<file path="config.mk">
export PLATFORM = sky130hd
export DESIGN_NAME = sirq_shared_map
export DESIGN_NICKNAME = d
export VERILOG_FILES = /design/src/hw/sirq_shared_map.v /design/src/hw/sirq_msg_xlate.v
export VERILOG_INCLUDE_DIRS = /design/src /design/src/hw
export SDC_FILE = /design/constraint.sdc
export NUM_CORES = 1
export LEC_CHECK = 0
export ABC_AREA = 1
export BUFFER_PORTS_ARGS = -buffer_cell sky130_fd_sc_hd__buf_2
export CAP_MARGIN = 40
export CORE_AREA = 10 10 146 148
export DETAILED_ROUTE_END_ITERATION = 8
export DIE_AREA = 0 0 156 158
export SLEW_MARGIN = 0
export SYNTH_ARGS = -nofsm -noshare
export SYNTH_HDL_FRONTEND = slang
export SYNTH_HIERARCHICAL = 1
export SYNTH_SLANG_ARGS = --single-unit
</file>
<file path="constraint.sdc">
create_clock -name clk -period 6.18 [get_ports clk]
set_input_delay 1.236 -clock clk [delete_from_list [all_inputs] [get_ports clk]]
set_output_delay 1.236 -clock clk [all_outputs]
set_load 0.05 [all_outputs]
</file>
<file path="src/hw/sirq_defines.vh">
// shared interrupt input numbering and message interrupt constants
`ifndef SIRQ_DEFINES_VH
`define SIRQ_DEFINES_VH

// width of the shared input vector, indices 0 to 155
`define SIRQ_SPI_W 156

// pin-mapped external sources and reserved slot
`define SIRQ_PIN0 0
`define SIRQ_PIN1 1
`define SIRQ_RSVD 2
`define SIRQ_STOR_WAKE 3
`define SIRQ_STOR 4
`define SIRQ_WDOG 5
`define SIRQ_TMR_LO 6
`define SIRQ_TMR_HI 8
`define SIRQ_UART0 9
`define SIRQ_UART1 10
`define SIRQ_TWC0 11
`define SIRQ_TWC1 12
`define SIRQ_SMC 13
`define SIRQ_AUX_LOCK 14
`define SIRQ_MBX0 15
`define SIRQ_MBX1 16
`define SIRQ_SPE_LO 17
`define SIRQ_SPE_HI 19
`define SIRQ_PPIN 20
`define SIRQ_MGMT_LO 21
`define SIRQ_MGMT_HI 24
`define SIRQ_FRAME_DMA_IRQ 25
`define SIRQ_FANA 26
`define SIRQ_TS_RDY 27
`define SIRQ_TS_SYNC 28
`define SIRQ_MEMI 29
`define SIRQ_XRDY 30
`define SIRQ_IRDY 31
`define SIRQ_PCIE_PM 32
`define SIRQ_UNUSED 33
`define SIRQ_ACL 34
`define SIRQ_REW 35
`define SIRQ_DDR 36
`define SIRQ_CPU_LO 37
`define SIRQ_CPU_HI 46
`define SIRQ_FSER_LO 47
`define SIRQ_FSER_HI 66
`define SIRQ_MSER_LO 67
`define SIRQ_MSER_HI 79
`define SIRQ_PORT_LO 80
`define SIRQ_PORT_HI 144
`define SIRQ_ECC 145
`define SIRQ_AXI_ERR 146
`define SIRQ_LEG_D 147
`define SIRQ_LEG_C 148
`define SIRQ_LEG_B 149
`define SIRQ_LEG_A 150
`define SIRQ_RC_SYS 151
`define SIRQ_RC_PME 152
`define SIRQ_RC_AER 153
`define SIRQ_RC_SII 154
`define SIRQ_RC_WAKE 155

// message interrupt translation register byte offset and widths
`define SIRQ_MSG_ADDR_W 16
`define SIRQ_MSG_DATA_W 32
`define SIRQ_XLATE_OFS 16'h0040

`endif

</file>
<file path="src/hw/sirq_shared_map.v">
// routing of on-chip interrupt sources onto the shared interrupt inputs
// Function
// - serial port zero drives input 9, serial port one drives input 10
// - two-wire controllers zero and one drive inputs 11 and 12
// - serial master controller interrupt drives input 13
// - auxiliary processor lock indication drives input 14
// - mailbox soft interrupts zero and one drive inputs 15 and 16
// - serial pin expander interrupts zero to two drive inputs 17 to 19
// - parallel pin controller interrupt drives input 20
// - management masters zero to three drive inputs 21 to 24 in order
// - frame DMA drives input 25, frame analyzer drives input 26
// - memory integrity monitor drives input 29
// - extraction ready drives input 30, injection ready drives input 31
// - PCIe power management interrupt drives input 32
// - fast serializer interrupts fill inputs 47 to 66, one each
// - mid serializer interrupts fill inputs 67 to 79, one each
// - cache ECC fatal fault drives input 145
// - AXI external error toward processor drives input 146
// - PCIe legacy lines reversed: D 147, C 148, B 149, A 150
// - root complex events: system 151, PME 152, AER 153, SII 154, wake 155
// - write to translation register raises message interrupt, no wire used
// - pin-mapped sources drive inputs 0 and 1, input 2 stays reserved
// - watchdog drives input 5, timers zero to two drive inputs 6 to 8
`timescale 1ns/1ps
`default_nettype none
`include "sirq_defines.vh"

module sirq_shared_map #(
    parameter N_TMR = `SIRQ_TMR_HI - `SIRQ_TMR_LO + 1,
    parameter N_SPE = `SIRQ_SPE_HI - `SIRQ_SPE_LO + 1,
    parameter N_MGMT = `SIRQ_MGMT_HI - `SIRQ_MGMT_LO + 1,
    parameter N_CPU = `SIRQ_CPU_HI - `SIRQ_CPU_LO + 1,
    parameter N_FSER = `SIRQ_FSER_HI - `SIRQ_FSER_LO + 1,
    parameter N_MSER = `SIRQ_MSER_HI - `SIRQ_MSER_LO + 1,
    parameter N_PORT = `SIRQ_PORT_HI - `SIRQ_PORT_LO + 1
) (
    input wire clk,
    input wire rst,
    // low-numbered system sources
    input wire pin_mapped_irq_zero,
    input wire pin_mapped_irq_one,
    input wire storage_wake_irq,
    input wire storage_irq,
    input wire watchdog_irq,
    input wire [N_TMR-1:0] timer_irqs,
    // serial and pin peripherals
    input wire serial_port_irq_zero,
    input wire serial_port_irq_one,
    input wire two_wire_ctrl_irq_zero,
    input wire two_wire_ctrl_irq_one,
    input wire serial_master_ctrl_irq,
    input wire aux_processor_lock_irq,
    input wire mailbox_soft_irq_zero,
    input wire mailbox_soft_irq_one,
    input wire [N_SPE-1:0] serial_pin_expander_irqs,
    input wire parallel_pin_irq,
    input wire [N_MGMT-1:0] mgmt_master_irqs,
    // switch core sources
    input wire frame_dma_irq,
    input wire frame_analyzer_irq,
    input wire timestamp_ready_irq,
    input wire time_sync_irq,
    input wire mem_integrity_irq,
    input wire extraction_ready_irq,
    input wire injection_ready_irq,
    input wire pcie_power_mgmt_irq,
    input wire access_list_irq,
    input wire rewriter_irq,
    input wire ddr_ctrl_irq,
    input wire [N_CPU-1:0] cpu_shared_irqs,
    input wire [N_FSER-1:0] fast_serializer_irqs,
    input wire [N_MSER-1:0] mid_serializer_irqs,
    input wire [N_PORT-1:0] port_module_irqs,
    // processor errors
    input wire cache_ecc_fatal_irq,
    input wire bus_external_error_irq,
    // PCIe legacy lines and root complex events
    input wire pcie_legacy_line_a,
    input wire pcie_legacy_line_b,
    input wire pcie_legacy_line_c,
    input wire pcie_legacy_line_d,
    input wire root_complex_system_error,
    input wire root_complex_pme,
    input wire root_complex_adv_error,
    input wire root_complex_sii,
    input wire root_complex_wake,
    // bus master writes toward the message interrupt translation register
    input wire msg_wr_en,
    input wire [`SIRQ_MSG_ADDR_W-1:0] msg_wr_addr,
    input wire [`SIRQ_MSG_DATA_W-1:0] msg_wr_data,
    // shared input vector toward the interrupt controller
    output reg [`SIRQ_SPI_W-1:0] spi_vec_reg,
    // message interrupt event
    output wire msg_irq_valid,
    output wire [`SIRQ_MSG_DATA_W-1:0] msg_irq_id
);

    reg [`SIRQ_SPI_W-1:0] spi_vec_next;

    // slot count of each grouped range, fixed by the numbering
    localparam TMR_SLOTS = `SIRQ_TMR_HI - `SIRQ_TMR_LO + 1;
    localparam SPE_SLOTS = `SIRQ_SPE_HI - `SIRQ_SPE_LO + 1;
    localparam MGMT_SLOTS = `SIRQ_MGMT_HI - `SIRQ_MGMT_LO + 1;
    localparam CPU_SLOTS = `SIRQ_CPU_HI - `SIRQ_CPU_LO + 1;
    localparam FSER_SLOTS = `SIRQ_FSER_HI - `SIRQ_FSER_LO + 1;
    localparam MSER_SLOTS = `SIRQ_MSER_HI - `SIRQ_MSER_LO + 1;
    localparam PORT_SLOTS = `SIRQ_PORT_HI - `SIRQ_PORT_LO + 1;

    // one bit per slot of each grouped range, bit 0 on the lowest slot
    wire [TMR_SLOTS-1:0] tmr_slots;
    wire [SPE_SLOTS-1:0] spe_slots;
    wire [MGMT_SLOTS-1:0] mgmt_slots;
    wire [CPU_SLOTS-1:0] cpu_slots;
    wire [FSER_SLOTS-1:0] fser_slots;
    wire [MSER_SLOTS-1:0] mser_slots;
    wire [PORT_SLOTS-1:0] port_slots;
    genvar gi;

    ////////////////////////////////////////////////////////////////////////
    // grouped sources spread one bit per slot; a build with fewer sources leaves the rest idle
    // general timers
    generate
        for (gi = 0; gi < TMR_SLOTS; gi = gi + 1)
        begin : g_tmr
            if (gi < N_TMR)
            begin : g_src
                assign tmr_slots[gi] = timer_irqs[gi];
            end
            else
            begin : g_idle
                assign tmr_slots[gi] = 1'h0;
            end
        end
    endgenerate

    // serial pin expander
    generate
        for (gi = 0; gi < SPE_SLOTS; gi = gi + 1)
        begin : g_spe
            if (gi < N_SPE)
            begin : g_src
                assign spe_slots[gi] = serial_pin_expander_irqs[gi];
            end
            else
            begin : g_idle
                assign spe_slots[gi] = 1'h0;
            end
        end
    endgenerate

    // management masters
    generate
        for (gi = 0; gi < MGMT_SLOTS; gi = gi + 1)
        begin : g_mgmt
            if (gi < N_MGMT)
            begin : g_src
                assign mgmt_slots[gi] = mgmt_master_irqs[gi];
            end
            else
            begin : g_idle
                assign mgmt_slots[gi] = 1'h0;
            end
        end
    endgenerate

    // shared software interrupts
    generate
        for (gi = 0; gi < CPU_SLOTS; gi = gi + 1)
        begin : g_cpu
            if (gi < N_CPU)
            begin : g_src
                assign cpu_slots[gi] = cpu_shared_irqs[gi];
            end
            else
            begin : g_idle
                assign cpu_slots[gi] = 1'h0;
            end
        end
    endgenerate

    // fast serializer modules
    generate
        for (gi = 0; gi < FSER_SLOTS; gi = gi + 1)
        begin : g_fser
            if (gi < N_FSER)
            begin : g_src
                assign fser_slots[gi] = fast_serializer_irqs[gi];
            end
            else
            begin : g_idle
                assign fser_slots[gi] = 1'h0;
            end
        end
    endgenerate

    // mid serializer modules
    generate
        for (gi = 0; gi < MSER_SLOTS; gi = gi + 1)
        begin : g_mser
            if (gi < N_MSER)
            begin : g_src
                assign mser_slots[gi] = mid_serializer_irqs[gi];
            end
            else
            begin : g_idle
                assign mser_slots[gi] = 1'h0;
            end
        end
    endgenerate

    // port modules
    generate
        for (gi = 0; gi < PORT_SLOTS; gi = gi + 1)
        begin : g_port
            if (gi < N_PORT)
            begin : g_src
                assign port_slots[gi] = port_module_irqs[gi];
            end
            else
            begin : g_idle
                assign port_slots[gi] = 1'h0;
            end
        end
    endgenerate

    ////////////////////////////////////////////////////////////////////////
    // source to index mapping, all groups, lowest index first
    always @*
    begin
        // every slot starts inactive so unassigned ones stay low
        spi_vec_next = {`SIRQ_SPI_W{1'h0}};

        // external pin sources, slot 2 left reserved
        spi_vec_next[`SIRQ_PIN0] = pin_mapped_irq_zero;
        spi_vec_next[`SIRQ_PIN1] = pin_mapped_irq_one;
        spi_vec_next[`SIRQ_RSVD] = 1'h0;

        // storage controller pair
        spi_vec_next[`SIRQ_STOR_WAKE] = storage_wake_irq;
        spi_vec_next[`SIRQ_STOR] = storage_irq;

        // watchdog and the general timers
        spi_vec_next[`SIRQ_WDOG] = watchdog_irq;
        spi_vec_next[`SIRQ_TMR_HI:`SIRQ_TMR_LO] = tmr_slots;

        // asynchronous serial ports
        spi_vec_next[`SIRQ_UART0] = serial_port_irq_zero;
        spi_vec_next[`SIRQ_UART1] = serial_port_irq_one;

        // two-wire controllers
        spi_vec_next[`SIRQ_TWC0] = two_wire_ctrl_irq_zero;
        spi_vec_next[`SIRQ_TWC1] = two_wire_ctrl_irq_one;

        // serial master controller
        spi_vec_next[`SIRQ_SMC] = serial_master_ctrl_irq;

        // auxiliary processor lock indication
        spi_vec_next[`SIRQ_AUX_LOCK] = aux_processor_lock_irq;

        // mailbox software interrupts, zero then one
        spi_vec_next[`SIRQ_MBX0] = mailbox_soft_irq_zero;
        spi_vec_next[`SIRQ_MBX1] = mailbox_soft_irq_one;

        // serial pin expander, bit 0 lands on the lowest slot
        spi_vec_next[`SIRQ_SPE_HI:`SIRQ_SPE_LO] = spe_slots;

        // parallel pin controller
        spi_vec_next[`SIRQ_PPIN] = parallel_pin_irq;

        // management masters, bit 0 lands on the lowest slot
        spi_vec_next[`SIRQ_MGMT_HI:`SIRQ_MGMT_LO] = mgmt_slots;

        // frame DMA and analyzer
        spi_vec_next[`SIRQ_FRAME_DMA_IRQ] = frame_dma_irq;
        spi_vec_next[`SIRQ_FANA] = frame_analyzer_irq;

        // timestamp block
        spi_vec_next[`SIRQ_TS_RDY] = timestamp_ready_irq;
        spi_vec_next[`SIRQ_TS_SYNC] = time_sync_irq;

        // memory integrity monitor
        spi_vec_next[`SIRQ_MEMI] = mem_integrity_irq;

        // frame extraction and injection readiness
        spi_vec_next[`SIRQ_XRDY] = extraction_ready_irq;
        spi_vec_next[`SIRQ_IRDY] = injection_ready_irq;

        // PCIe power management
        spi_vec_next[`SIRQ_PCIE_PM] = pcie_power_mgmt_irq;

        // slot 33 has no source and is left at zero
        spi_vec_next[`SIRQ_UNUSED] = 1'h0;

        // remaining switch core blocks
        spi_vec_next[`SIRQ_ACL] = access_list_irq;
        spi_vec_next[`SIRQ_REW] = rewriter_irq;
        spi_vec_next[`SIRQ_DDR] = ddr_ctrl_irq;

        // shared software interrupts
        spi_vec_next[`SIRQ_CPU_HI:`SIRQ_CPU_LO] = cpu_slots;

        // serializer groups, module 0 on the lowest slot of each range
        spi_vec_next[`SIRQ_FSER_HI:`SIRQ_FSER_LO] = fser_slots;
        spi_vec_next[`SIRQ_MSER_HI:`SIRQ_MSER_LO] = mser_slots;

        // port modules
        spi_vec_next[`SIRQ_PORT_HI:`SIRQ_PORT_LO] = port_slots;

        // processor error indications
        spi_vec_next[`SIRQ_ECC] = cache_ecc_fatal_irq;
        spi_vec_next[`SIRQ_AXI_ERR] = bus_external_error_irq;

        // legacy lines run in reverse, D on the lowest slot
        spi_vec_next[`SIRQ_LEG_D] = pcie_legacy_line_d;
        spi_vec_next[`SIRQ_LEG_C] = pcie_legacy_line_c;
        spi_vec_next[`SIRQ_LEG_B] = pcie_legacy_line_b;
        spi_vec_next[`SIRQ_LEG_A] = pcie_legacy_line_a;

        // root complex events
        spi_vec_next[`SIRQ_RC_SYS] = root_complex_system_error;
        spi_vec_next[`SIRQ_RC_PME] = root_complex_pme;
        spi_vec_next[`SIRQ_RC_AER] = root_complex_adv_error;
        spi_vec_next[`SIRQ_RC_SII] = root_complex_sii;
        spi_vec_next[`SIRQ_RC_WAKE] = root_complex_wake;
    end

    ////////////////////////////////////////////////////////////////////////
    // one register stage so every output comes straight from a flop;
    // levels pass through unchanged, one clock late, no sticky behaviour
    always @(posedge clk or posedge rst)
    begin
        if (rst)
        begin
            spi_vec_reg <= {`SIRQ_SPI_W{1'h0}};
        end
        else
        begin
            spi_vec_reg <= spi_vec_next;
        end
    end

    ////////////////////////////////////////////////////////////////////////
    // message interrupts travel as writes, never on the shared vector
    sirq_msg_xlate #(
        .AW(`SIRQ_MSG_ADDR_W),
        .DW(`SIRQ_MSG_DATA_W)
    ) u_xlate (
        .clk(clk),
        .rst(rst),
        .wr_en(msg_wr_en),
        .wr_addr(msg_wr_addr),
        .wr_data(msg_wr_data),
        .irq_valid_reg(msg_irq_valid),
        .irq_id_reg(msg_irq_id)
    );

endmodule // sirq_shared_map

`default_nettype wire

</file>
<file path="src/hw/sirq_msg_xlate.v">
// message interrupt capture on writes to the translation register
`timescale 1ns/1ps
`default_nettype none
`include "sirq_defines.vh"

module sirq_msg_xlate #(
    parameter AW = `SIRQ_MSG_ADDR_W,
    parameter DW = `SIRQ_MSG_DATA_W
) (
    input wire clk,
    input wire rst,
    input wire wr_en,
    input wire [AW-1:0] wr_addr,
    input wire [DW-1:0] wr_data,
    output reg irq_valid_reg,
    output reg [DW-1:0] irq_id_reg
);

    wire hit;
    localparam [AW-1:0] XLATE_OFS = `SIRQ_XLATE_OFS;

    // only a write that lands on the translation register raises an event
    assign hit = wr_en && (wr_addr == XLATE_OFS);

    ////////////////////////////////////////////////////////////////////////
    // one-cycle event pulse, identifier held until the next event
    always @(posedge clk or posedge rst)
    begin
        if (rst)
        begin
            irq_valid_reg <= 1'h0;
            irq_id_reg <= {DW{1'h0}};
        end
        else
        begin
            irq_valid_reg <= hit;
            if (hit)
            begin
                irq_id_reg <= wr_data; // written data names the interrupt
            end
        end
    end

endmodule // sirq_msg_xlate

`default_nettype wire

</file>
# Word-level counts from Yosys, hierarchy flattened
# Cells that the tools add are included.
[totals]
ff_bits = 187
inputBits = 205
out_inout_bits = 189
word_cells = 5
[classes]
n_eq_ne = 1
n_reduce_logical = 1
[ops]
columns = ["operator", "count"]
rows = [
  ["$eq A16 B7 Y1 const B", 1],
  ["$logic_and A1 B1 Y1", 1],
]

# Depth between registers and ports, before layout
# Gate-level depths: netlist (run 1).
[depth]
depth_word = 2
ltp_mapped = 7
depth_no_buf = 6

# By module
# Netlist (run 1), hierarchy kept.
[modules_own_cells]
columns = ["module", "instances", "cells_per_inst", "area_each_um2", "seq_area_each_um2"]
rows = [
  ["sirq_shared_map", 1, 158, 3876.2, 3853.7],
  ["sirq_msg_xlate", 1, 157, 1468.9, 825.8],
]

# Worst setup path after synthesis (run 1)
# Ideal clock, no wire load.
[synth_timing]
kind = "input -> register"
from = "input msg_wr_addr[1]"
to = "register u_xlate.irq_id_reg[12]"
setup_ps = 119
arrival_ps = 1986
required_time_ps = 6061
path_slack_ps = 4075
cell_stages = 6
path_buffers = 1
cell_sequence = "or2_4 > nor2_8 > nand3_4 > buf_6 > nand2_1 > nand2_1"
[synth_via]
elab_chain_cells = 2
[synth_lines]
columns = ["item", "line_no", "text"]
rows = [
  ["start: declaration", "sirq_shared_map.v:89", "input wire [`SIRQ_MSG_ADDR_W-1:0] msg_wr_addr,"],
  ["$eq A16 B7 Y1", "sirq_msg_xlate.v:23", "assign hit = wr_en && (wr_addr == XLATE_OFS);"],
  ["$logic_and A1 B1 Y1", "sirq_msg_xlate.v:23", ""],
  ["end signal: assignment", "sirq_msg_xlate.v:32", "irq_id_reg <= {DW{1'h0}};"],
  ["end signal: assignment", "sirq_msg_xlate.v:39", "irq_id_reg <= wr_data;"],
  ["end: declaration", "sirq_msg_xlate.v:16", "output reg [DW-1:0] irq_id_reg"],
]
# No other way between the ends.
# A chain may end at the register's enable or synchronous reset.

# Worst setup path in the final report (run 1)
[layout_timing]
from = "input msg_wr_addr[9]"
to = "register u_xlate.irq_id_reg[7]"
# Same word-level chain as after synthesis.

==> results of run 1 <==
path summary, 6_finish.rpt:
check | end | slack [ns] | cells after the start
min | u_xlate/irq_id_reg[10] | 0.47 | 2
max | u_xlate/irq_id_reg[7] | 3.69 | 7
min reg2reg | u_xlate/irq_id_reg[10] | 0.47 | 2
max reg2reg | u_xlate/irq_id_reg[16] | 5.54 | 2
min in group asynchronous | spi_vec_reg[50] | 0.69 | 2
max in group asynchronous | spi_vec_reg[12] | 4.11 | 4
final cells by class:
cell class	count	area [um^2]
multi-input combinational	111	561
inverter	4	20.0
clock buffer	17	425
clock inverter	14	149
tap	234	293
timing repair buffer	395	2010
antenna	2	5.00
fill	1737	10300
sequential	187	4680
metrics by stage:
step	std cells	cell area, um^2
after CTS	962	8140
after floorplan	316	5350
final	964	8150
after detailed placement	931	7570
after global routing	962	8140
after global placement	929	7520
kinds of logic after synthesis:
| family | count (synthesis) | synth area share |
|---|---|---|
| and+or+nand+nor | 109 | 0.103 |
| DFF | 187 | 0.875 |
| other | 1 | 0.000702 |
| buffers and inverters | 18 | 0.0204 |
power groups by stage:
stage / registers [mW] / clock network (mW) / logic [mW]
after floorplan: 1.50 / 0 / 0.0278
after global placement: 1.31 / 0 / 0.354
after detailed placement: 1.31 / 0 / 0.360
after CTS: 1.28 / 1.09 / 0.361
after global routing: 1.29 / 1.14 / 0.372
final: 1.28 / 1.05 / 0.354
cell usage in the layout (no fill, tap or decap), drive strengths merged:
cell / instances
clkinvlp: 1
clkbuf: 17
conb: 2
inv: 12
nand4: 32
nand3: 2
nor2: 7
nand2: 66
nor3b: 1
dfrtp: 187
diode: 2
or2: 1
clkinv: 5
buf: 395
layer usage:
metal,wire length [um],vias to the layer above
met5,46,-
met4,288,6
met3,2160,19
met2,9800,221
met1,6980,1868
li1,-,1816
critical path, stage by stage:
cell and delay (ns):
buf_2 0.09, nor2_1 0.15, nand2_1 0.11, nor2_4 0.54, nand3_4 0.43, nand2_1 0.17
nand2_1 0.06
==> key figures, run 1 <==
Synthesis
  • Unique masters post-synth: 16
  • Synthesis warning total: 6
  • Asr flop ratio synth: 1.00
  • Number of synthesized flops with an enable pin: 0
  • Netlist Area Pre-Place: 5350 um^2
  • Main synth FF type: dfrtp_1
  • Top-count cell post-synth: dfrtp_1
  • Leading area contributor after synthesis: dfrtp_1
  • Syn avg cell area: 17.0 um^2
  • Synth top area share: 0.875
  • Largest cells by area after synthesis: dfrtp_1, nand2_1, nand4_1
  • Post-synthesis register bit count: 187
  • Seq/Total Area, Yosys: 0.875
  • Post-Syn Instances: 315
  • Synth top cells by count: dfrtp_1, nand2_1, nand4_1, buf_2, nor2_1

Final layout
  • Nets@finish: 921
  • Max FFs per register: 154
  • Share of cells above drive strength 1: 0.596
  • Final Util: 0.441
  • Area grow syn2layout: 52.4%

Worst setup path
  • Setup crit start kind: input port
  • Crit end category: register
  • Crit path required time: 6.48 ns
  • Critical-path maximum fanout: 33
  • CP Class: input port to register
  • Worst setup startpoint: msg_wr_addr[9]
  • Worst r2r src: u_xlate/irq_id_reg[16]
  • Critical Path AT: 2.79 ns

GRT
  • Initial antenna violation count: 5
  • Vias in the first global route: 4280
  • Global route hottest layer: met2
  • Total GRT Usage: 0.151
  • Largest net degree at the start of global routing: 94
  • Met2 usage: 0.256
  • Grt ovf: 0
  • GR Util met1: 0.160
  • First-pass GRT wire length: 27500 um
  • Grt met3 use: 0.0782

Timing
  • Final Cycle Share: 0.403
  • Worst rel slew slack: 0.526
  • Achievable frequency: 402 MHz
  • Fin Setup TNS: 0 ns
  • Slew @ Worst Pin: 0.711 ns
  • RSZ-0062 raised after global routing: no
  • Final min period: 2.49 ns
  • Hold slack: 0.475 ns
  • Setup ws final: 3.69 ns
  • Setup-failing EPs final: 0
  • Worst Skew: 0 ns
  • Final Max Tran Viols: 0
  • Final Hold Vio Count: 0

Pwr
  • Leakage: 4.50 nW
  • Pwr Total: 2.69 mW
  • PwrDens: 330 nW/um^2
  • Combinational share of power: 0.132
  • Clk pwr share: 0.390
  • Max IR drop VDD: 0.000173 V
  • Internal power: 1.90 mW
  • Switch share: 0.294
  • Seq pwr share: 0.478
  • Sw Pwr: 0.789 mW

CTS
  • Num CTS Buffers: 17
  • H-tree depth: 4
  • CTS root buf: clkbuf_16
  • CTS clk-pin slew, worst paths: 0.08 ns
  • Hold-fix buffers, CTS: 0
  • Skew-Pair Late Insertion Delay: 0.42 ns
  • Post-CTS setup repair buffer count: 0
  • CTS max path bufs: 2
  • CTS tree: yes
  • PostCTS Resize Cnt: 0
  • Clk sinks: 187

Floorplan
  • Total core area: 18500 um^2
  • Die height: 158 um
  • # rows: 50
  • Die Wd: 156 um
  • Die ar.: 24600 um^2
  • I/O pins: 394
  • Starting Density: 0.290

Hold path
  • Worst Min Path Start: u_xlate/irq_id_reg[10]
  • Hold crit path type: register to register

Detailed routing
  • Post-route ant nets: 0
  • # DRC: 0
  • Total wire length: 19300 um
  • Avg WL per Cell: 20.0 um
  • Detailed-route via count: 3930
  • Vias per inst: 4.08
  • Drt pass-1 iters: 4
  • Detailed Route Iter0 Violations: 154

Placed design
  • Final HPWL DP: 15800 um
  • GP Congestion: 0.767
  • Port Buf Inserts: 391
  • Place WS: 3.27 ns

Run status
  • Status: finished clean

Job
  • Max-capacitance violation count: 0
(Power assumes the default switching activity.)
==> run 2: changes to the inputs <==
- CORE_AREA: 10 10 146 148 -> 10 10 145 147
- DIE_AREA: 0 0 156 158 -> 0 0 155 157
- clock period: 6.18 -> 2.2 ns (I/O delays scaled with it)
==> key figures, run 2 (synthesis results as in run 1) <==
Run status
  • Status: finished clean

Worst setup path
  • Crit end category: output pin
  • Critical Path AT: 1.11 ns
  • Worst r2r src: u_xlate/irq_id_reg[21]
  • Slowest cell on crit path: dfrtp_1
  • Delay-heaviest family, CP: flip-flops
  • CP max stage delay: 0.40 ns
  • Critical-path maximum fanout: 1
  • CP Class: register to output pin
  • Worst path bufs/invs: 1
  • Crit path required time: 1.76 ns
  • Setup crit start kind: register
  • CP Cell Sequence: buf_2
  • Worst setup startpoint: spi_vec_reg[28]

Timing
  • Final min period: 1.55 ns
  • Final Hold Vio Count: 0
  • Final Cycle Share: 0.706
  • Final Max Tran Viols: 0
  • Worst Skew: 0 ns
  • RSZ-0062 raised after global routing: no
  • Achievable frequency: 644 MHz
  • Setup-failing EPs final: 0

Final layout
  • Most common cell after layout, fill and taps aside: buf_2
  • Max FFs per register: 154
  • Most frequent cells in the layout: buf_2, dfrtp_1, nand2_1, nand4_1, clkbuf_16
  • Nets@finish: 927
  • Area grow syn2layout: 52.9%
  • Post-Layout Cell Count: 970
  • Share of cells above drive strength 1: 0.599
  • Final Util: 0.446

Floorplan
  • Die ar.: 24300 um^2
  • Starting Density: 0.292
  • I/O pins: 394
  • # rows: 50
  • Die Wd: 155 um
  • Total core area: 18300 um^2
  • Die height: 157 um

CTS
  • Skew-Pair Late Insertion Delay: 0.41 ns
  • Post-CTS setup repair buffer count: 0
  • CTS clk-pin slew, worst paths: 0.07 ns
  • H-tree depth: 4
  • Num CTS Buffers: 17
  • CTS root buf: clkbuf_16
  • Clk sinks: 187
  • CTS max path bufs: 2
  • CTS tree: yes

Detailed routing
  • Vias per inst: 4.13
  • Drt pass-1 iters: 4
  • Post-route ant nets: 0
  • # DRC: 0
  • Detailed-route via count: 4007
  • Avg WL per Cell: 19.3 um
  • Detailed Route Iter0 Violations: 138
  • Total wire length: 18700 um

Pwr
  • Leakage: 4.51 nW
  • PwrDens: 920 nW/um^2
  • Pwr Total: 7.52 mW
  • Max IR drop VDD: 0.000456 V

GRT
  • Initial antenna violation count: 3
  • Grt ovf: 0
  • Vias in the first global route: 4433
  • Largest net degree at the start of global routing: 94
  • Total GRT Usage: 0.148
  • First-pass GRT wire length: 27300 um

Placed design
  • Cell count after placement: 936
  • Final HPWL DP: 15400 um
  • GP Congestion: 0.779
  • Port Buf Inserts: 391

Hold path
  • Hold crit path type: input port to register
  • Worst Min Path Start: cpu_shared_irqs[2]

Job
  • Max-capacitance violation count: 0
[run 2: changes by cell type in the layout (fill, tap and decap cells not counted), sizes merged]
cell,before,now
inv,12,7
clkinvlp,1,3
buf,395,400
diode,2,1
clkbuf,17,18
dlygate4sd3,0,1
clkinv,5,8
[run 2: power by group]
part           internal, mW  total (mW)  leakage [nW]  switching [mW]
sequential             3.58        3.61          2.26          0.0340
combinational         0.240       0.992          1.98           0.752
clock                  1.53        2.92         0.278            1.39
[run 2: stage by stage]
| step | TNS [ns] | hold slack [ns] | instance area, um^2 | setup slack, ns |
|---|---|---|---|---|
| 6_report | 0 | 0.124 | 8180 | 0.648 |
| 5_1_grt | 0 | 0.0883 | 8180 | 0.572 |
| 4_1_cts | 0 | 0.0996 | 8170 | 0.589 |
| 3_5_place_dp | 0 | 0.419 | 7590 | 0.466 |
| 3_3_place_gp | 0 | 0.426 | 7590 | 0.513 |
| 2_1_floorplan | -28.48 | 0.471 | 5350 | -0.185 |
[run 2: timing repair]
item	4_1_cts	5_1_grt
resized for setup	0	0
endpoints found under the hold margin	7	0
hold buffers	1	0
[run 2: final cells by class]
| cell class | count | area (um^2) |
|---|---|---|
| Fill cell | 1695 | 10200 |
| Clock inverter | 14 | 135 |
| Clock buffer | 18 | 439 |
| Timing Repair Buffer | 401 | 2050 |
| Antenna cell | 1 | 2.50 |
| Sequential cell | 187 | 4680 |
| Tap cell | 234 | 293 |
| Multi-Input combinational cell | 111 | 561 |
| Inverter | 4 | 18.8 |
[run 2: routing by layer]
metal,vias up,global-route usage,share of wire
li1,1825,-,-
met1,1930,0.170,0.38
met2,234,0.244,0.50
met3,16,0.0707,0.10
met4,2,0.0382,0.012
met5,-,0,0.00069
[run 2: worst paths after layout]
check	to	slack, ns	depth (start not counted)
hold / removal	spi_vec_reg[39]	0.12	1
setup / recovery	spi_vec_reg[28]	0.65	1
max in group asynchronous	spi_vec_reg[17]	0.91	4
setup reg to reg	u_xlate/irq_id_reg[21]	1.55	2
hold reg to reg	u_xlate/irq_id_reg[0]	0.47	2
min in group asynchronous	spi_vec_reg[4]	0.54	3
==> run 3: changes to the inputs <==
- clock period: 2.2 -> 1.4 ns (I/O delays scaled with it)
==> key figures, run 3 (synthesis results as in run 1) <==
Run status
  • Status: finished clean

Floorplan
  • Starting Density: 0.292
  • Die ar.: 24300 um^2
  • # rows: 50
  • I/O pins: 394
  • Die Wd: 155 um
  • Total core area: 18300 um^2
  • Die height: 157 um

CTS
  • CTS root buf: clkbuf_16
  • Skew-Pair Late Insertion Delay: 0.42 ns
  • Post-CTS setup repair buffer count: 0
  • CTS tree: yes
  • CTS clk-pin slew, worst paths: 0.07 ns
  • Clk sinks: 187
  • Num CTS Buffers: 17
  • H-tree depth: 4
  • CTS max path bufs: 2

GRT
  • Grt met3 use: 0.0691
  • Global route hottest layer: met2
  • Grt ovf: 0
  • Vias in the first global route: 5379
  • GR Util met1: 0.188
  • Total GRT Usage: 0.174
  • Largest net degree at the start of global routing: 34
  • Met2 usage: 0.306
  • First-pass GRT wire length: 32300 um
  • Initial antenna violation count: 1

Worst setup path
  • Delay-heaviest family, CP: flip-flops
  • Critical-path maximum fanout: 1
  • CP Cell Sequence: clkbuf_4
  • CP Class: register to output pin
  • Crit path required time: 1.12 ns
  • Worst path bufs/invs: 1
  • Critical Path AT: 1.07 ns
  • CP max stage delay: 0.40 ns
  • Slowest cell on crit path: dfrtp_1
  • Setup crit start kind: register
  • Crit end category: output pin

Detailed routing
  • Post-route ant nets: 0
  • Total wire length: 21700 um
  • Avg WL per Cell: 19.2 um
  • Vias per inst: 4.17
  • Drt pass-1 iters: 4
  • # DRC: 0
  • Detailed Route Iter0 Violations: 156
  • Detailed-route via count: 4717

Pwr
  • Leakage: 5.21 nW
  • Max IR drop VDD: 0.000946 V
  • PwrDens: 1230 nW/um^2

Job
  • Max-capacitance violation count: 0

Timing
  • Achievable frequency: 740 MHz
  • RSZ-0062 raised after global routing: no
  • Setup ws final: 0.0493 ns
  • Worst Skew: 0 ns
  • Final Hold Vio Count: 0
  • Final Max Tran Viols: 0
  • Final Cycle Share: 0.965
  • Final min period: 1.35 ns
  • Setup-failing EPs final: 0
  • Slew @ Worst Pin: 0.548 ns
  • Hold slack: 0.112 ns
  • Worst rel slew slack: 0.634

Final layout
  • Most frequent cells in the layout: buf_2, dfrtp_1, dlygate4sd3_1, nand2_1, nand4_1
  • Area grow syn2layout: 84.7%
  • Most common cell after layout, fill and taps aside: buf_2
  • Share of cells above drive strength 1: 0.498
  • Nets@finish: 1088
  • Max FFs per register: 154

Placed design
  • Final HPWL DP: 15600 um
  • GP Congestion: 0.784
  • Place WS: 0.0712 ns
  • Port Buf Inserts: 391

Hold path
  • Hold crit path type: input port to register
==> run 3: metrics by stage <==
| stage | setup TNS [ns] | instance area (um^2) | power [mW] | cells | utilization |
|---|---|---|---|---|---|
| floorplan | -127.04 | 5350 | 6.74 | 316 | - |
| global placement | 0 | 7740 | 7.39 | 943 | 0.422 |
| detailed placement | 0 | 7740 | 7.40 | 943 | 0.422 |
| CTS | 0 | 9860 | 12.3 | 1129 | 0.538 |
| global route | 0 | 9870 | 12.7 | 1130 | 0.539 |
| finish | 0 | 9870 | 12.2 | 1130 | 0.539 |
==> run 3: area by class of cell <==
class / count / area (um^2)
Fill cell: 1487 / 8460
Sequential cell: 187 / 4680
Timing Repair Buffer: 562 / 3760
Multi-Input combinational cell: 111 / 561
Clock buffer: 17 / 425
Tap cell: 234 / 293
Clock inverter: 14 / 135
Inverter: 4 / 18.8
Antenna cell: 1 / 2.50
==> run 3: repair_timing <==
item / in CTS / in global routing
endpoints found under the setup margin: 2 / 4
cloned: 0 / 0
endpoints found under the hold margin: 194 / 0
hold buffers: 155 / 0
resized for setup: 3 / 4
==> run 3: final timing paths <==
kind | end | slack [ns] | from | cells past startpoint
setup / recovery | spi_vec_reg[103] | 0.05 | spi_vec_reg[103] | 1
hold / removal | u_xlate/irq_id_reg[31] | 0.11 | msg_wr_data[31] | 3
setup reg to reg | u_xlate/irq_id_reg[10] | 0.76 | u_xlate/irq_id_reg[10] | 2
hold reg to reg | u_xlate/irq_id_reg[29] | 0.47 | u_xlate/irq_id_reg[29] | 2
max in group asynchronous | spi_vec_reg[77] | 0.37 | rst | 4
min in group asynchronous | spi_vec_reg[76] | 0.50 | rst | 3
==> run 3: where the power goes <==
group	leakage (nW)	internal [mW]	total, mW	switching, mW
Sequential	2.26	5.62	5.68	0.0598
Combinational	2.69	0.692	1.98	1.29
Clock	0.266	2.34	4.52	2.18
Total	5.21	8.65	12.2	3.52
==> run 3: routing by layer <==
metal,vias to the layer above,wire [um]
li1,2152,-
met1,2285,7970
met2,259,11500
met3,21,1870
met4,0,435
met5,-,0
==> run 3: worst reg2reg max path, cell delays in order, from the launching register on <==
cell and delay (ns):
dfrtp_1 0.42, nand2_1 0.08, nand2_1 0.04
